File: src/hw/rsc_pkg.sv
// Constants, register map and state codes for the reset-source control block
package rsc_pkg;

  // ---------------------------------------------------------------
  // Bus geometry
  // ---------------------------------------------------------------
  localparam int ADDR_W = 4;
  localparam int DATA_W = 32;
  localparam int CNT_W = 12;

  // ---------------------------------------------------------------
  // Register offsets (byte addresses)
  // ---------------------------------------------------------------
  localparam logic [ADDR_W-1:0] OFS_UV_CTRL = 4'h0;
  localparam logic [ADDR_W-1:0] OFS_RST_FLAGS = 4'h4;
  localparam logic [ADDR_W-1:0] OFS_STATUS = 4'h8;

  // ---------------------------------------------------------------
  // Field positions and reset values
  // ---------------------------------------------------------------
  localparam int FLG_WDC_BIT = 0;
  localparam int FLG_LVL_BIT = 1;
  localparam int FLG_UV_BIT = 2;
  localparam int ST_EXPIRY_BIT = 0;
  localparam int ST_PDOWN_BIT = 1;
  localparam int ST_UV_ARMED_BIT = 2;
  localparam int ST_SLEEP_BIT = 3;
  localparam logic [7:0] LVS_ENABLE_CODE = 8'h5A;
  localparam logic [7:0] LVS_DISABLE_CODE = 8'hA5;
  localparam logic [7:0] UV_CTRL_RESET = LVS_ENABLE_CODE;
  localparam logic [2:0] FLAGS_RESET = 3'h0;

  // ---------------------------------------------------------------
  // AXI responses
  // ---------------------------------------------------------------
  localparam logic [1:0] RESP_OKAY = 2'h0;
  localparam logic [1:0] RESP_SLVERR = 2'h2;

  // ---------------------------------------------------------------
  // Timing
  // ---------------------------------------------------------------
  localparam int CLK_PERIOD_NS = 100;
  localparam int UV_FILTER_NS = 100000;
  localparam int SRESET_DELAY_NS = 50000;
  // Least times, rounded up
  localparam logic [CNT_W-1:0] UV_FILTER_CYC =
    CNT_W'((UV_FILTER_NS + CLK_PERIOD_NS - 1) / CLK_PERIOD_NS);
  localparam logic [CNT_W-1:0] SRESET_DELAY_CYC =
    CNT_W'((SRESET_DELAY_NS + CLK_PERIOD_NS - 1) / CLK_PERIOD_NS);
  localparam logic [CNT_W-1:0] RESET_HOLD_CYC = 12'h004;
  localparam logic [CNT_W-1:0] CNT_ONE = 12'h001;

  // ---------------------------------------------------------------
  // Sequencer states, Gray along run -> wait -> hold
  // ---------------------------------------------------------------
  typedef enum logic [1:0] {
    RSC_RUN = 2'h0,
    RSC_WAIT = 2'h1,
    RSC_HOLD = 2'h3
  } rsc_state_t;

endpackage

File: src/hw/rsc_top.sv
// Reset-source control: undervoltage control, reset flags, reset sequencing
//
// How it works
// - Level-select code 5A arms the 2.1 V undervoltage reset, A5 disarms it.
// - Any other level-select code gives a full reset after the soft-reset delay.
// - A reset caused by a bad level-select code reloads the control register with 5A.
// - Undervoltage reset fires only when low supply outlasts the filter time.
// - A true undervoltage reset leaves the control register as it was.
// - Bits 7 to 3 of the reset-source flags always read zero.
// - Flag bit 2 is set by an undervoltage reset and cleared only by writing zero.
// - Flag bit 1 is set by a bad level-select code and cleared only by writing zero.
// - Watchdog expiry while running gives a full reset, sets expiry, keeps power-down.
// - Watchdog expiry asleep clears only PC and SP and sets expiry and power-down.
// - Undervoltage reset while running keeps expiry and power-down flags.
// - Power-on disables interrupts, stops timers and makes every port an input.
// - Power-on sets the PC to zero and the SP to the top of stack.
// - Power-on clears watchdog and time bases, then the watchdog counts at once.
// - Flag bit 0 is set by a watchdog-control soft reset and cleared only by software.
// - Undervoltage reset is disabled while asleep or idle; the code gates it off with sleep_mode only.
//
// The implementer's own choices: the register offsets and register access over AXI4-Lite.
`timescale 1ns/1ps
`default_nettype none
module rsc_top (
  input wire logic aclk,
  input wire logic aresetn,
  input wire logic [rsc_pkg::ADDR_W-1:0] s_axi_awaddr,
  input wire logic s_axi_awvalid,
  output logic s_axi_awready,
  input wire logic [rsc_pkg::DATA_W-1:0] s_axi_wdata,
  input wire logic [3:0] s_axi_wstrb,
  input wire logic s_axi_wvalid,
  output logic s_axi_wready,
  output logic [1:0] s_axi_bresp,
  output logic s_axi_bvalid,
  input wire logic s_axi_bready,
  input wire logic [rsc_pkg::ADDR_W-1:0] s_axi_araddr,
  input wire logic s_axi_arvalid,
  output logic s_axi_arready,
  output logic [rsc_pkg::DATA_W-1:0] s_axi_rdata,
  output logic [1:0] s_axi_rresp,
  output logic s_axi_rvalid,
  input wire logic s_axi_rready,
  input wire logic supply_low,
  input wire logic sleep_mode,
  input wire logic wdt_expiry,
  input wire logic wdt_ctrl_bad,
  input wire logic halt_enter,
  input wire logic wdt_clear_cmd,
  output logic full_reset,
  output logic pcsp_clear,
  output logic irq_disable,
  output logic timers_off,
  output logic ports_input,
  output logic wdt_tb_clear,
  output logic brownout_enable,
  output logic watchdog_expiry_flag,
  output logic powerdown_flag
);
  import rsc_pkg::*;

  // ---------------------------------------------------------------
  // State
  // ---------------------------------------------------------------
  rsc_state_t st_r;
  rsc_state_t st_nxt;
  logic [CNT_W-1:0] cnt_r;
  logic [CNT_W-1:0] cnt_nxt;
  logic [7:0] uv_ctrl_r;
  logic [7:0] uv_ctrl_nxt;
  logic [2:0] flags_r;
  logic [2:0] flags_nxt;
  logic expiry_r;
  logic expiry_nxt;
  logic pdown_r;
  logic pdown_nxt;
  logic pend_lvl_r;
  logic pend_wdc_r;
  logic pcsp_r;

  logic aw_hold_r;
  logic [ADDR_W-1:0] awaddr_r;
  logic w_hold_r;
  logic [DATA_W-1:0] wdata_r;
  logic [3:0] wstrb_r;
  logic bvalid_r;
  logic [1:0] bresp_r;
  logic rvalid_r;
  logic [DATA_W-1:0] rdata_r;
  logic [1:0] rresp_r;

  logic supply_low_s;
  logic uv_fire;

  // ---------------------------------------------------------------
  // Supply pin and filter
  // ---------------------------------------------------------------
  rsc_sync u_sync (
    .aclk(aclk),
    .aresetn(aresetn),
    .async_in(supply_low),
    .sync_out(supply_low_s)
  );

  // Comparator is gated off in sleep so a dip there never resets the core
  wire uv_armed = (uv_ctrl_r == LVS_ENABLE_CODE) && !sleep_mode;

  rsc_lowfilt u_filt (
    .aclk(aclk),
    .aresetn(aresetn),
    .low_in(supply_low_s),
    .enable(uv_armed),
    .fire(uv_fire)
  );

  // ---------------------------------------------------------------
  // Code checks
  // ---------------------------------------------------------------
  function automatic logic code_valid(input logic [7:0] code);
    return (code == LVS_ENABLE_CODE) || (code == LVS_DISABLE_CODE);
  endfunction

  wire lvl_bad = !code_valid(uv_ctrl_r);
  wire soft_bad = lvl_bad || wdt_ctrl_bad;

  // ---------------------------------------------------------------
  // Reset events
  // ---------------------------------------------------------------
  wire in_run = (st_r == RSC_RUN);
  wire in_wait = (st_r == RSC_WAIT);
  wire in_hold = (st_r == RSC_HOLD);
  wire delay_done = in_wait && (cnt_r == SRESET_DELAY_CYC - CNT_ONE);
  wire hold_done = in_hold && (cnt_r == RESET_HOLD_CYC - CNT_ONE);

  // Undervoltage takes priority over a pending soft reset
  wire ev_uv = uv_fire && !in_hold;
  wire ev_soft = delay_done && !ev_uv;
  wire ev_lvl = ev_soft && pend_lvl_r;
  wire ev_wdc = ev_soft && pend_wdc_r;
  wire ev_wdt_run = wdt_expiry && in_run && !sleep_mode && !ev_uv;
  wire ev_wdt_sleep = wdt_expiry && in_run && sleep_mode && !ev_uv;
  wire start_wait = in_run && soft_bad && !ev_uv && !wdt_expiry;

  // ---------------------------------------------------------------
  // Sequencer
  // ---------------------------------------------------------------
  always_comb begin
    st_nxt = st_r;
    cnt_nxt = cnt_r + CNT_ONE;
    unique case (st_r)
      RSC_RUN: begin
        cnt_nxt = '0;
        if (ev_uv || ev_wdt_run) begin
          st_nxt = RSC_HOLD;
        end else if (start_wait) begin
          st_nxt = RSC_WAIT;
        end
      end
      RSC_WAIT: begin
        if (ev_uv || delay_done) begin
          st_nxt = RSC_HOLD;
          cnt_nxt = '0;
        end
      end
      RSC_HOLD: begin
        if (hold_done) begin
          st_nxt = RSC_RUN;
          cnt_nxt = '0;
        end
      end
      default: begin
        st_nxt = RSC_HOLD;
        cnt_nxt = '0;
      end
    endcase
  end

  // ---------------------------------------------------------------
  // AXI4-Lite write channel
  // ---------------------------------------------------------------
  assign s_axi_awready = !aw_hold_r && !bvalid_r;
  assign s_axi_wready = !w_hold_r && !bvalid_r;
  wire aw_take = s_axi_awvalid && s_axi_awready;
  wire w_take = s_axi_wvalid && s_axi_wready;
  wire wr_do = aw_hold_r && w_hold_r && !bvalid_r;
  wire wr_ctrl = wr_do && (awaddr_r == OFS_UV_CTRL) && wstrb_r[0];
  wire wr_flags = wr_do && (awaddr_r == OFS_RST_FLAGS) && wstrb_r[0];
  wire wr_hit = (awaddr_r == OFS_UV_CTRL) || (awaddr_r == OFS_RST_FLAGS) ||
                (awaddr_r == OFS_STATUS);

  always_ff @(posedge aclk) begin
    if (!aresetn) begin
      aw_hold_r <= 1'b0;
      w_hold_r <= 1'b0;
      bvalid_r <= 1'b0;
      awaddr_r <= '0;
      wdata_r <= '0;
      wstrb_r <= '0;
      bresp_r <= RESP_OKAY;
    end else begin
      if (aw_take) begin
        aw_hold_r <= 1'b1;
        awaddr_r <= s_axi_awaddr;
      end
      if (w_take) begin
        w_hold_r <= 1'b1;
        wdata_r <= s_axi_wdata;
        wstrb_r <= s_axi_wstrb;
      end
      if (wr_do) begin
        aw_hold_r <= 1'b0;
        w_hold_r <= 1'b0;
        bvalid_r <= 1'b1;
        bresp_r <= wr_hit ? RESP_OKAY : RESP_SLVERR;
      end else if (bvalid_r && s_axi_bready) begin
        bvalid_r <= 1'b0;
      end
    end
  end

  assign s_axi_bvalid = bvalid_r;
  assign s_axi_bresp = bresp_r;

  // ---------------------------------------------------------------
  // AXI4-Lite read channel
  // ---------------------------------------------------------------
  assign s_axi_arready = !rvalid_r;
  wire ar_take = s_axi_arvalid && s_axi_arready;
  wire [7:0] status_byte = {4'h0, sleep_mode, uv_armed, pdown_r, expiry_r};
  wire rd_ctrl = (s_axi_araddr == OFS_UV_CTRL);
  wire rd_flags = (s_axi_araddr == OFS_RST_FLAGS);
  wire rd_stat = (s_axi_araddr == OFS_STATUS);
  wire [7:0] rd_byte = rd_ctrl ? uv_ctrl_r :
                       rd_flags ? {5'h00, flags_r} :
                       rd_stat ? status_byte : 8'h00;
  wire rd_hit = rd_ctrl || rd_flags || rd_stat;

  always_ff @(posedge aclk) begin
    if (!aresetn) begin
      rvalid_r <= 1'b0;
      rdata_r <= '0;
      rresp_r <= RESP_OKAY;
    end else if (ar_take) begin
      rvalid_r <= 1'b1;
      rdata_r <= {24'h000000, rd_byte};
      rresp_r <= rd_hit ? RESP_OKAY : RESP_SLVERR;
    end else if (rvalid_r && s_axi_rready) begin
      rvalid_r <= 1'b0;
    end
  end

  assign s_axi_rvalid = rvalid_r;
  assign s_axi_rdata = rdata_r;
  assign s_axi_rresp = rresp_r;

  // ---------------------------------------------------------------
  // Undervoltage control register
  // ---------------------------------------------------------------
  // Hardware reload beats a software write in the same cycle
  wire reload_ctrl = ev_lvl || (ev_wdt_run) || (ev_wdc && !ev_lvl);
  assign uv_ctrl_nxt = reload_ctrl ? UV_CTRL_RESET :
                       wr_ctrl ? wdata_r[7:0] : uv_ctrl_r;

  // ---------------------------------------------------------------
  // Reset-source flags: a set beats a clear of the same cycle
  // ---------------------------------------------------------------
  wire [2:0] flag_set;
  wire [2:0] flag_clr;
  assign flag_set[FLG_UV_BIT] = ev_uv;
  assign flag_set[FLG_LVL_BIT] = ev_lvl;
  assign flag_set[FLG_WDC_BIT] = ev_wdc;
  assign flag_clr = wr_flags ? ~wdata_r[2:0] : 3'h0;
  assign flags_nxt = (flags_r & ~flag_clr) | flag_set;

  // ---------------------------------------------------------------
  // Expiry and power-down flags
  // ---------------------------------------------------------------
  // Undervoltage events leave both untouched
  always_comb begin
    expiry_nxt = expiry_r;
    pdown_nxt = pdown_r;
    if (wdt_clear_cmd) begin
      expiry_nxt = 1'b0;
      pdown_nxt = 1'b0;
    end
    if (halt_enter) begin
      expiry_nxt = 1'b0;
      pdown_nxt = 1'b1;
    end
    if (ev_wdt_run) begin
      expiry_nxt = 1'b1;
    end
    if (ev_wdt_sleep) begin
      expiry_nxt = 1'b1;
      pdown_nxt = 1'b1;
    end
  end

  // ---------------------------------------------------------------
  // Register update
  // ---------------------------------------------------------------
  always_ff @(posedge aclk) begin
    if (!aresetn) begin
      st_r <= RSC_HOLD;
      cnt_r <= '0;
      uv_ctrl_r <= UV_CTRL_RESET;
      flags_r <= FLAGS_RESET;
      expiry_r <= 1'b0;
      pdown_r <= 1'b0;
      pend_lvl_r <= 1'b0;
      pend_wdc_r <= 1'b0;
      pcsp_r <= 1'b0;
    end else begin
      st_r <= st_nxt;
      cnt_r <= cnt_nxt;
      uv_ctrl_r <= uv_ctrl_nxt;
      flags_r <= flags_nxt;
      expiry_r <= expiry_nxt;
      pdown_r <= pdown_nxt;
      pcsp_r <= ev_wdt_sleep;
      // Cause is caught when the delay starts; a later repair does not cancel it
      if (start_wait) begin
        pend_lvl_r <= lvl_bad;
        pend_wdc_r <= wdt_ctrl_bad;
      end else if (!in_wait) begin
        pend_lvl_r <= 1'b0;
        pend_wdc_r <= 1'b0;
      end
    end
  end

  // ---------------------------------------------------------------
  // Outputs to the core
  // ---------------------------------------------------------------
  // Hold state is entered from power-on, so every output below driven from in_hold is active then
  assign full_reset = in_hold;
  assign pcsp_clear = in_hold || pcsp_r;
  assign irq_disable = in_hold;
  assign timers_off = in_hold;
  assign ports_input = in_hold;
  // Released with the hold, so the watchdog restarts on the next edge
  assign wdt_tb_clear = in_hold;
  assign brownout_enable = uv_armed;
  assign watchdog_expiry_flag = expiry_r;
  assign powerdown_flag = pdown_r;

endmodule // rsc_top
`default_nettype wire

File: src/hw/rsc_sync.sv
// Two-flop synchroniser for an asynchronous level
`timescale 1ns/1ps
`default_nettype none
module rsc_sync (
  input wire logic aclk,
  input wire logic aresetn,
  input wire logic async_in,
  output logic sync_out
);
  logic meta_r;
  logic sync_r;

  always_ff @(posedge aclk) begin
    if (!aresetn) begin
      meta_r <= 1'b0;
      sync_r <= 1'b0;
    end else begin
      meta_r <= async_in;
      sync_r <= meta_r;
    end
  end

  assign sync_out = sync_r;
endmodule // rsc_sync
`default_nettype wire

File: src/hw/rsc_lowfilt.sv
// Low-supply persistence filter: one pulse once low lasts past the filter time
`timescale 1ns/1ps
`default_nettype none
module rsc_lowfilt (
  input wire logic aclk,
  input wire logic aresetn,
  input wire logic low_in,
  input wire logic enable,
  output logic fire
);
  import rsc_pkg::*;

  logic [CNT_W-1:0] cnt_r;
  logic [CNT_W-1:0] cnt_nxt;
  logic fire_r;
  wire active = low_in && enable;
  wire at_limit = (cnt_r == UV_FILTER_CYC);

  // Saturates so one long dip gives one pulse only
  assign cnt_nxt = !active ? '0 : (cnt_r > UV_FILTER_CYC) ? cnt_r : cnt_r + CNT_ONE;

  always_ff @(posedge aclk) begin
    if (!aresetn) begin
      cnt_r <= '0;
      fire_r <= 1'b0;
    end else begin
      cnt_r <= cnt_nxt;
      fire_r <= active && at_limit;
    end
  end

  assign fire = fire_r;
endmodule // rsc_lowfilt
`default_nettype wire

File: config.mk
export PLATFORM = sky130hd
export DESIGN_NAME = rsc_top
export DESIGN_NICKNAME = d
export VERILOG_FILES = /design/src/hw/rsc_pkg.sv /design/src/hw/rsc_top.sv /design/src/hw/rsc_sync.sv /design/src/hw/rsc_lowfilt.sv
export SDC_FILE = /design/constraint.sdc
export NUM_CORES = 1
export LEC_CHECK = 0
export BUFFER_PORTS_ARGS = -buffer_cell sky130_fd_sc_hd__clkbuf_2
export CELL_PAD_IN_SITES_DETAIL_PLACEMENT = 0
export CELL_PAD_IN_SITES_GLOBAL_PLACEMENT = 2
export CORE_UTILIZATION = 29
export DETAILED_ROUTE_END_ITERATION = 16
export PLACE_DENSITY_LB_ADDON = 0.3
export SYNTH_ARGS = -nofsm -noshare
export SYNTH_HDL_FRONTEND = slang
export SYNTH_SLANG_ARGS = --single-unit
File: constraint.sdc
create_clock -name aclk -period 1.8 [get_ports aclk]
set_clock_uncertainty 0.05 [all_clocks]
set_input_delay 0.45 -clock aclk [delete_from_list [all_inputs] [get_ports aclk]]
set_output_delay 0.45 -clock aclk [all_outputs]
set_load 0.005 [all_outputs]
* Yosys cells after proc, flatten, opt, wreduce, memory -nomap -nowiden
Cells that the tools add are included.
Word-level totals: register bits after elaboration 74, latch bits 0, bits in writable memories 0, memory bits (read-only) 0, bits of input ports 57, output and inout port bits 50, memories kept 0
Cells by class: add/subtract/negate cells 2, multiply operators 0, div/mod/pow operators 0, magnitude comparators 1, equality and inequality tests 15, shifts and indexed selects 0, multiplexer cells 27, bitwise logic cells 5, reduce and logical (&&, ||, !) cells 63
Operators by type and width (number):
- logical AND 1 bit | 31
- adder 12 x 1 -> 12 bit (second input constant) | 2
- two-way mux 12 bit | 2
- one-hot mux 12 bit (2 select lines) | 1
- two-way mux 1 bit | 13
- == test 12 x 10 -> 1 bit (second input constant) | 1
- == test 12 x 2 -> 1 bit (second input constant) | 1
- == test 12 x 9 -> 1 bit (second input constant) | 1
- > comparator 12 x 10 -> 1 bit (second input constant) | 1
- two-way mux 2 bit | 6
- logical OR 1 bit | 11
- zero test 1 bit | 10
- == test 4 x 3 -> 1 bit (second input constant) | 2
- == test 4 bit (second input constant) | 2
- == test 8 x 7 -> 1 bit (second input constant) | 1
- == test 8 bit (second input constant) | 1
- zero test 4 bit | 2
- two-way mux 4 bit | 2
- two-way mux 8 bit | 1
- inequality test 2 x 1 -> 1 bit (second input constant) | 3
- NOT 3 bit | 2
- one-hot mux 2 bit (3 select lines) | 1
- nonzero test 2 bit | 2
- nonzero test 4 bit | 1
- other kinds (12) | 13

* Longest topological paths before layout
word-level depth 10, mapped depth 7, gate-level depth less buffers 7

* Cells and area by module
From an unflattened synthesis, not the netlist that was laid out.
Second synthesis, totals: cells, all modules 385, area total of the unflattened synthesis 3408.3 um2
Modules (own cells, without submodules):
- rsc_top | times used 1, cells each 304, area an instance 2658.8 um2, seq. area each 1141.1 um2
- rsc_lowfilt | times used 1, cells each 77, area an instance 696.9 um2, seq. area each 260.2 um2
- rsc_sync | times used 1, cells each 4, area an instance 52.6 um2, seq. area each 40.0 um2

* Worst setup path after synthesis
No wires, ideal clock.
kind register to register, start point reg cnt_r[0], end point reg cnt_r[4], arrival time 1.351 ns, setup slack 0.284 ns, cell stages (with the launch flop) 8, buffers on the path 1, clock period less this slack 1.516 ns, cell sequence dfxtp_1 > ha_1 > nor4b_2 > nand4_1 > nand2_1 > a21o_1 > buf_4 > nor2_1
On the way: cells in the longest elaborated chain, start to end 5, elaborated cells between the ends (all ways) 9, those cells by class 1 x add/sub; 2 x eq/ne; 3 x mux; 3 x reduce/logical
Ends and longest elaborated chain:
- from (decl) | line rsc_top.sv:67 | logic [CNT_W-1:0] cnt_r;
- from (signal assigned) | line rsc_top.sv:315 | cnt_r <= cnt_nxt;
- parallel branches: the longest is 4 deep, another holds adder 12 x 1 -> 12 bit
- one-hot mux 12 bit (2 select lines) * | line rsc_top.sv:150 | unique case (st_r)
Every way passes the cells marked *. A chain may end at the register's enable or synchronous reset.

* Final worst setup path
start point reg uv_ctrl_r[5], end point out brownout_enable
On the way: cells in the longest elaborated chain, start to end 2
Ends and longest elaborated chain:
- from (decl) | line rsc_top.sv:69 | logic [7:0] uv_ctrl_r;
- from (signal assigned) | line rsc_top.sv:316 | uv_ctrl_r <= uv_ctrl_nxt;
- == test 8 x 7 -> 1 bit | line rsc_top.sv:106 | wire uv_armed = (uv_ctrl_r == LVS_ENABLE_CODE) && !sleep_mode;
- logical AND 1 bit | line rsc_top.sv:106
- to (decl) | line rsc_top.sv:56 | output logic brownout_enable,
No other way between the ends.

==> flow_summary.ini <==
[place]
gp_congestion = 0.755
dp.cells = 561
numPortBuffers = 53
pre_cts_slack_ns = 0.0678
place_hpwl_um = 5130

[yosys]
ys_seq_area_share_pct = 44.7
synth_top_flop_cell = dfxtp_1
async_reset_ff_share_pct = 0
yosys.area_share.adder_pct = 1.16
synth-simple-area-share_pct = 24.1
ys_ff_latch = 72
syn_avg_cell_area_um2 = 8.74
synth_top_family_by_area = simple AND/OR/NAND/NOR gates
yosysTopAreaCell = dfxtp_1
synth_edf_count = 0
synth_mux_area_share_pct = 4.96
yosys_warnings = 0
yosys.area.top_type_share_pct = 44.7
synthTopCellsByArea = dfxtp_1, buf_4, nor2_1, mux2i_1, nand2_1
synth_commonest_cells = dfxtp_1, nor2_1, nand2_1, buf_4, a21oi_1
yosysMostFrequentCell = dfxtp_1
yosysUniqueCellTypes = 50
postSynthCellCount = 369
synth_compound_area_share_pct = 10.2
synth_area_um2 = 3230
synth-xor-area-share_pct = 4.61

[clock_network]
hold_buffers = 0
cts_sinks = 72
cts_tree = done
cts-root-buf = clkbuf_8
path_clk_slew_ns = 0.08
clock_path_buffers = 2
cts.htree.levels = 3
clk_latency_ns = 0.34
cts_buffers = 9

[critical_path]
path_class = flip-flop to primary output
worstPathMaxFanout = 2
cp-end-kind = primary output
start_kind = flip-flop
reg2reg_slack_ns = 0.11
crit_arrival_ns = 1.42
r2r-start = uv_ctrl_r[5]
ff2ff_path_depth = 6
required_ns = 1.30
worstReg2RegEnd = st_r[0]

[die]
die_y_um = 107
std_cell_rows = 38
fp.coreArea_um2 = 10800
die_w_um = 107
ios = 107
die-area_um2 = 11600
start_util_pct = 29.8

[pwr]
leakage_nw = 1.67
p_total_w = 0.00382
cellPowerDensity_nw_per_um2 = 977
vdd_ir_drop_max_mv = 0.405

[final_layout]
final_nets = 497
register_area_um2 = 1450
fill_cells = 1150
final_cells = 581
syn_to_final_growth_pct = 21.1
antennaDiodeCount = 0
multi_input_area_um2 = 1610
layout-drive-gt1-share_pct = 24.7

[timing]
fmax_ghz = 0.522
tns_ns = -0.115
setup_viol = 1
fin_crit_sh_pct = 106
rsz0062_at_grt = true
worstMarginPinSlew_ns = 0.520
hold_slack_ns = 0.272
slew_viol_final = 0
setup_slack_ns = -0.115
finalHoldViolCount = 0
relSlewSlack_pct = 65.2
fin_crit_ns = 1.92

[grt]
grt_remaining_overflow = 0
grt_start_max_net_pins = 24
grt_pass1_wl_um = 11500
grt_pass1_vias = 2394
grt_usage_pct = 12.8
antenna_found_initial = 0

[run_status]
status = complete, but fails checks
violations = setup timing

[hold_path]
min-delay-start = s_axi_wdata[5]
worstHoldPathCells = 3
holdPathEnd = wdata_r[5]
holdCritPathClass = input pin to flip-flop

[routing]
antenna_left = 0
vias = 2576
drt_iter0_drc = 61
drc_errors = 0
wl_um = 6970
post_drt_via_cell_ratio = 4.43
dr.pass1.iters = 4
routedWlPerCell_um = 12.0

[flow_run]
cap_violations = 0
state kept, by name, summed over array words and instances (netlist names), 2 cells and up:
name          count
s_axi_rdata       8
st_r              2
awaddr_r          4
cnt_r            12
flags_r           3
wdata_r           8
u_filt.cnt_r     12
uv_ctrl_r         8
worst max-delay path by stage:
stage                       startpoint              end  slack (ns)  depth (start not counted)
after global placement        cnt_r[0]     uv_ctrl_r[7]        0.07                          6
after CTS                 uv_ctrl_r[5]  brownout_enable       -0.15                          4
after global routing      uv_ctrl_r[4]  brownout_enable       -0.20                          4
after floorplan               cnt_r[0]         cnt_r[4]        0.28                          7
final                     uv_ctrl_r[5]  brownout_enable       -0.12                          4
after detailed placement      cnt_r[0]     uv_ctrl_r[0]        0.07                          6
cell usage in the layout, fill, tap and decap left out, types with 10 or more instances in the layout:
cell type,n
dfxtp_1,67
nor2_1,56
clkbuf_2,52
nand2_1,39
conb_1,26
a21oi_1,20
buf_4,19
mux2i_1,16
xor2_1,12
clkbuf_8,12
inv_1,11
nand3_1,10
a22oi_1,10
layer usage:
layer / vias to the layer above / global-route usage (%) / part of all wire, %
met5: - / 0 / 0
met4: 0 / 3.52 / 0.83
met3: 6 / 4.66 / 5.5
met2: 61 / 20.8 / 46
met1: 1182 / 15.9 / 47
li1: 1327 / - / -
per-stage QoR:
step | cell area (µm²) | utilization (%)
2_1_floorplan | 3320 | -
3_3_place_gp | 3600 | 33.3
3_5_place_dp | 3600 | 33.3
4_1_cts | 3860 | 35.6
5_1_grt | 3910 | 36.0
6_report | 3910 | 36.0
where the power goes:
| group | switching, W | leakage, nW | internal [W] | total (W) |
|---|---|---|---|---|
| sequential | 0.0000723 | 0.585 | 0.00168 | 0.00175 |
| combinational | 0.000398 | 0.973 | 0.000345 | 0.000744 |
| clock | 0.000585 | 0.108 | 0.000742 | 0.00133 |
timing repair:
action,4_1_cts,5_1_grt
pin swaps,3,7
endpoints found under the setup margin,1,11
gates resized for setup,4,13
hold endpoints to repair,0,0
buffers inserted,5,1
logic make-up (layout without fill, tap and decap cells):
kind of cell    count (synthesis)  after routing
buf+inv                        53            100
fa+ha+maj                       3              3
xor+xnor                       17             17
mux                            16             16
simple gates                  155            155
other cells                     1             26
compound gates                 52             52
flops                          72             72
worst max-delay path: stages (launching register included):
cell and delay [ns]:
dfxtp_2 0.34, nor4bb_4 0.26, nand4_1 0.18, nor2_2 0.16, buf_2 0.14
layout make-up:
| cell class | instances | area share, % |
|---|---|---|
| Clock buffer | 12 | 4.23 |
| Clock inverter | 3 | 1.02 |
| Inverter | 12 | 1.15 |
| Multi-Input combinational cell | 269 | 41.1 |
| Sequential cell | 72 | 37.0 |
| Tap cell | 140 | 4.48 |
| Timing Repair Buffer | 73 | 11.0 |
(Power assumes the default switching activity.)
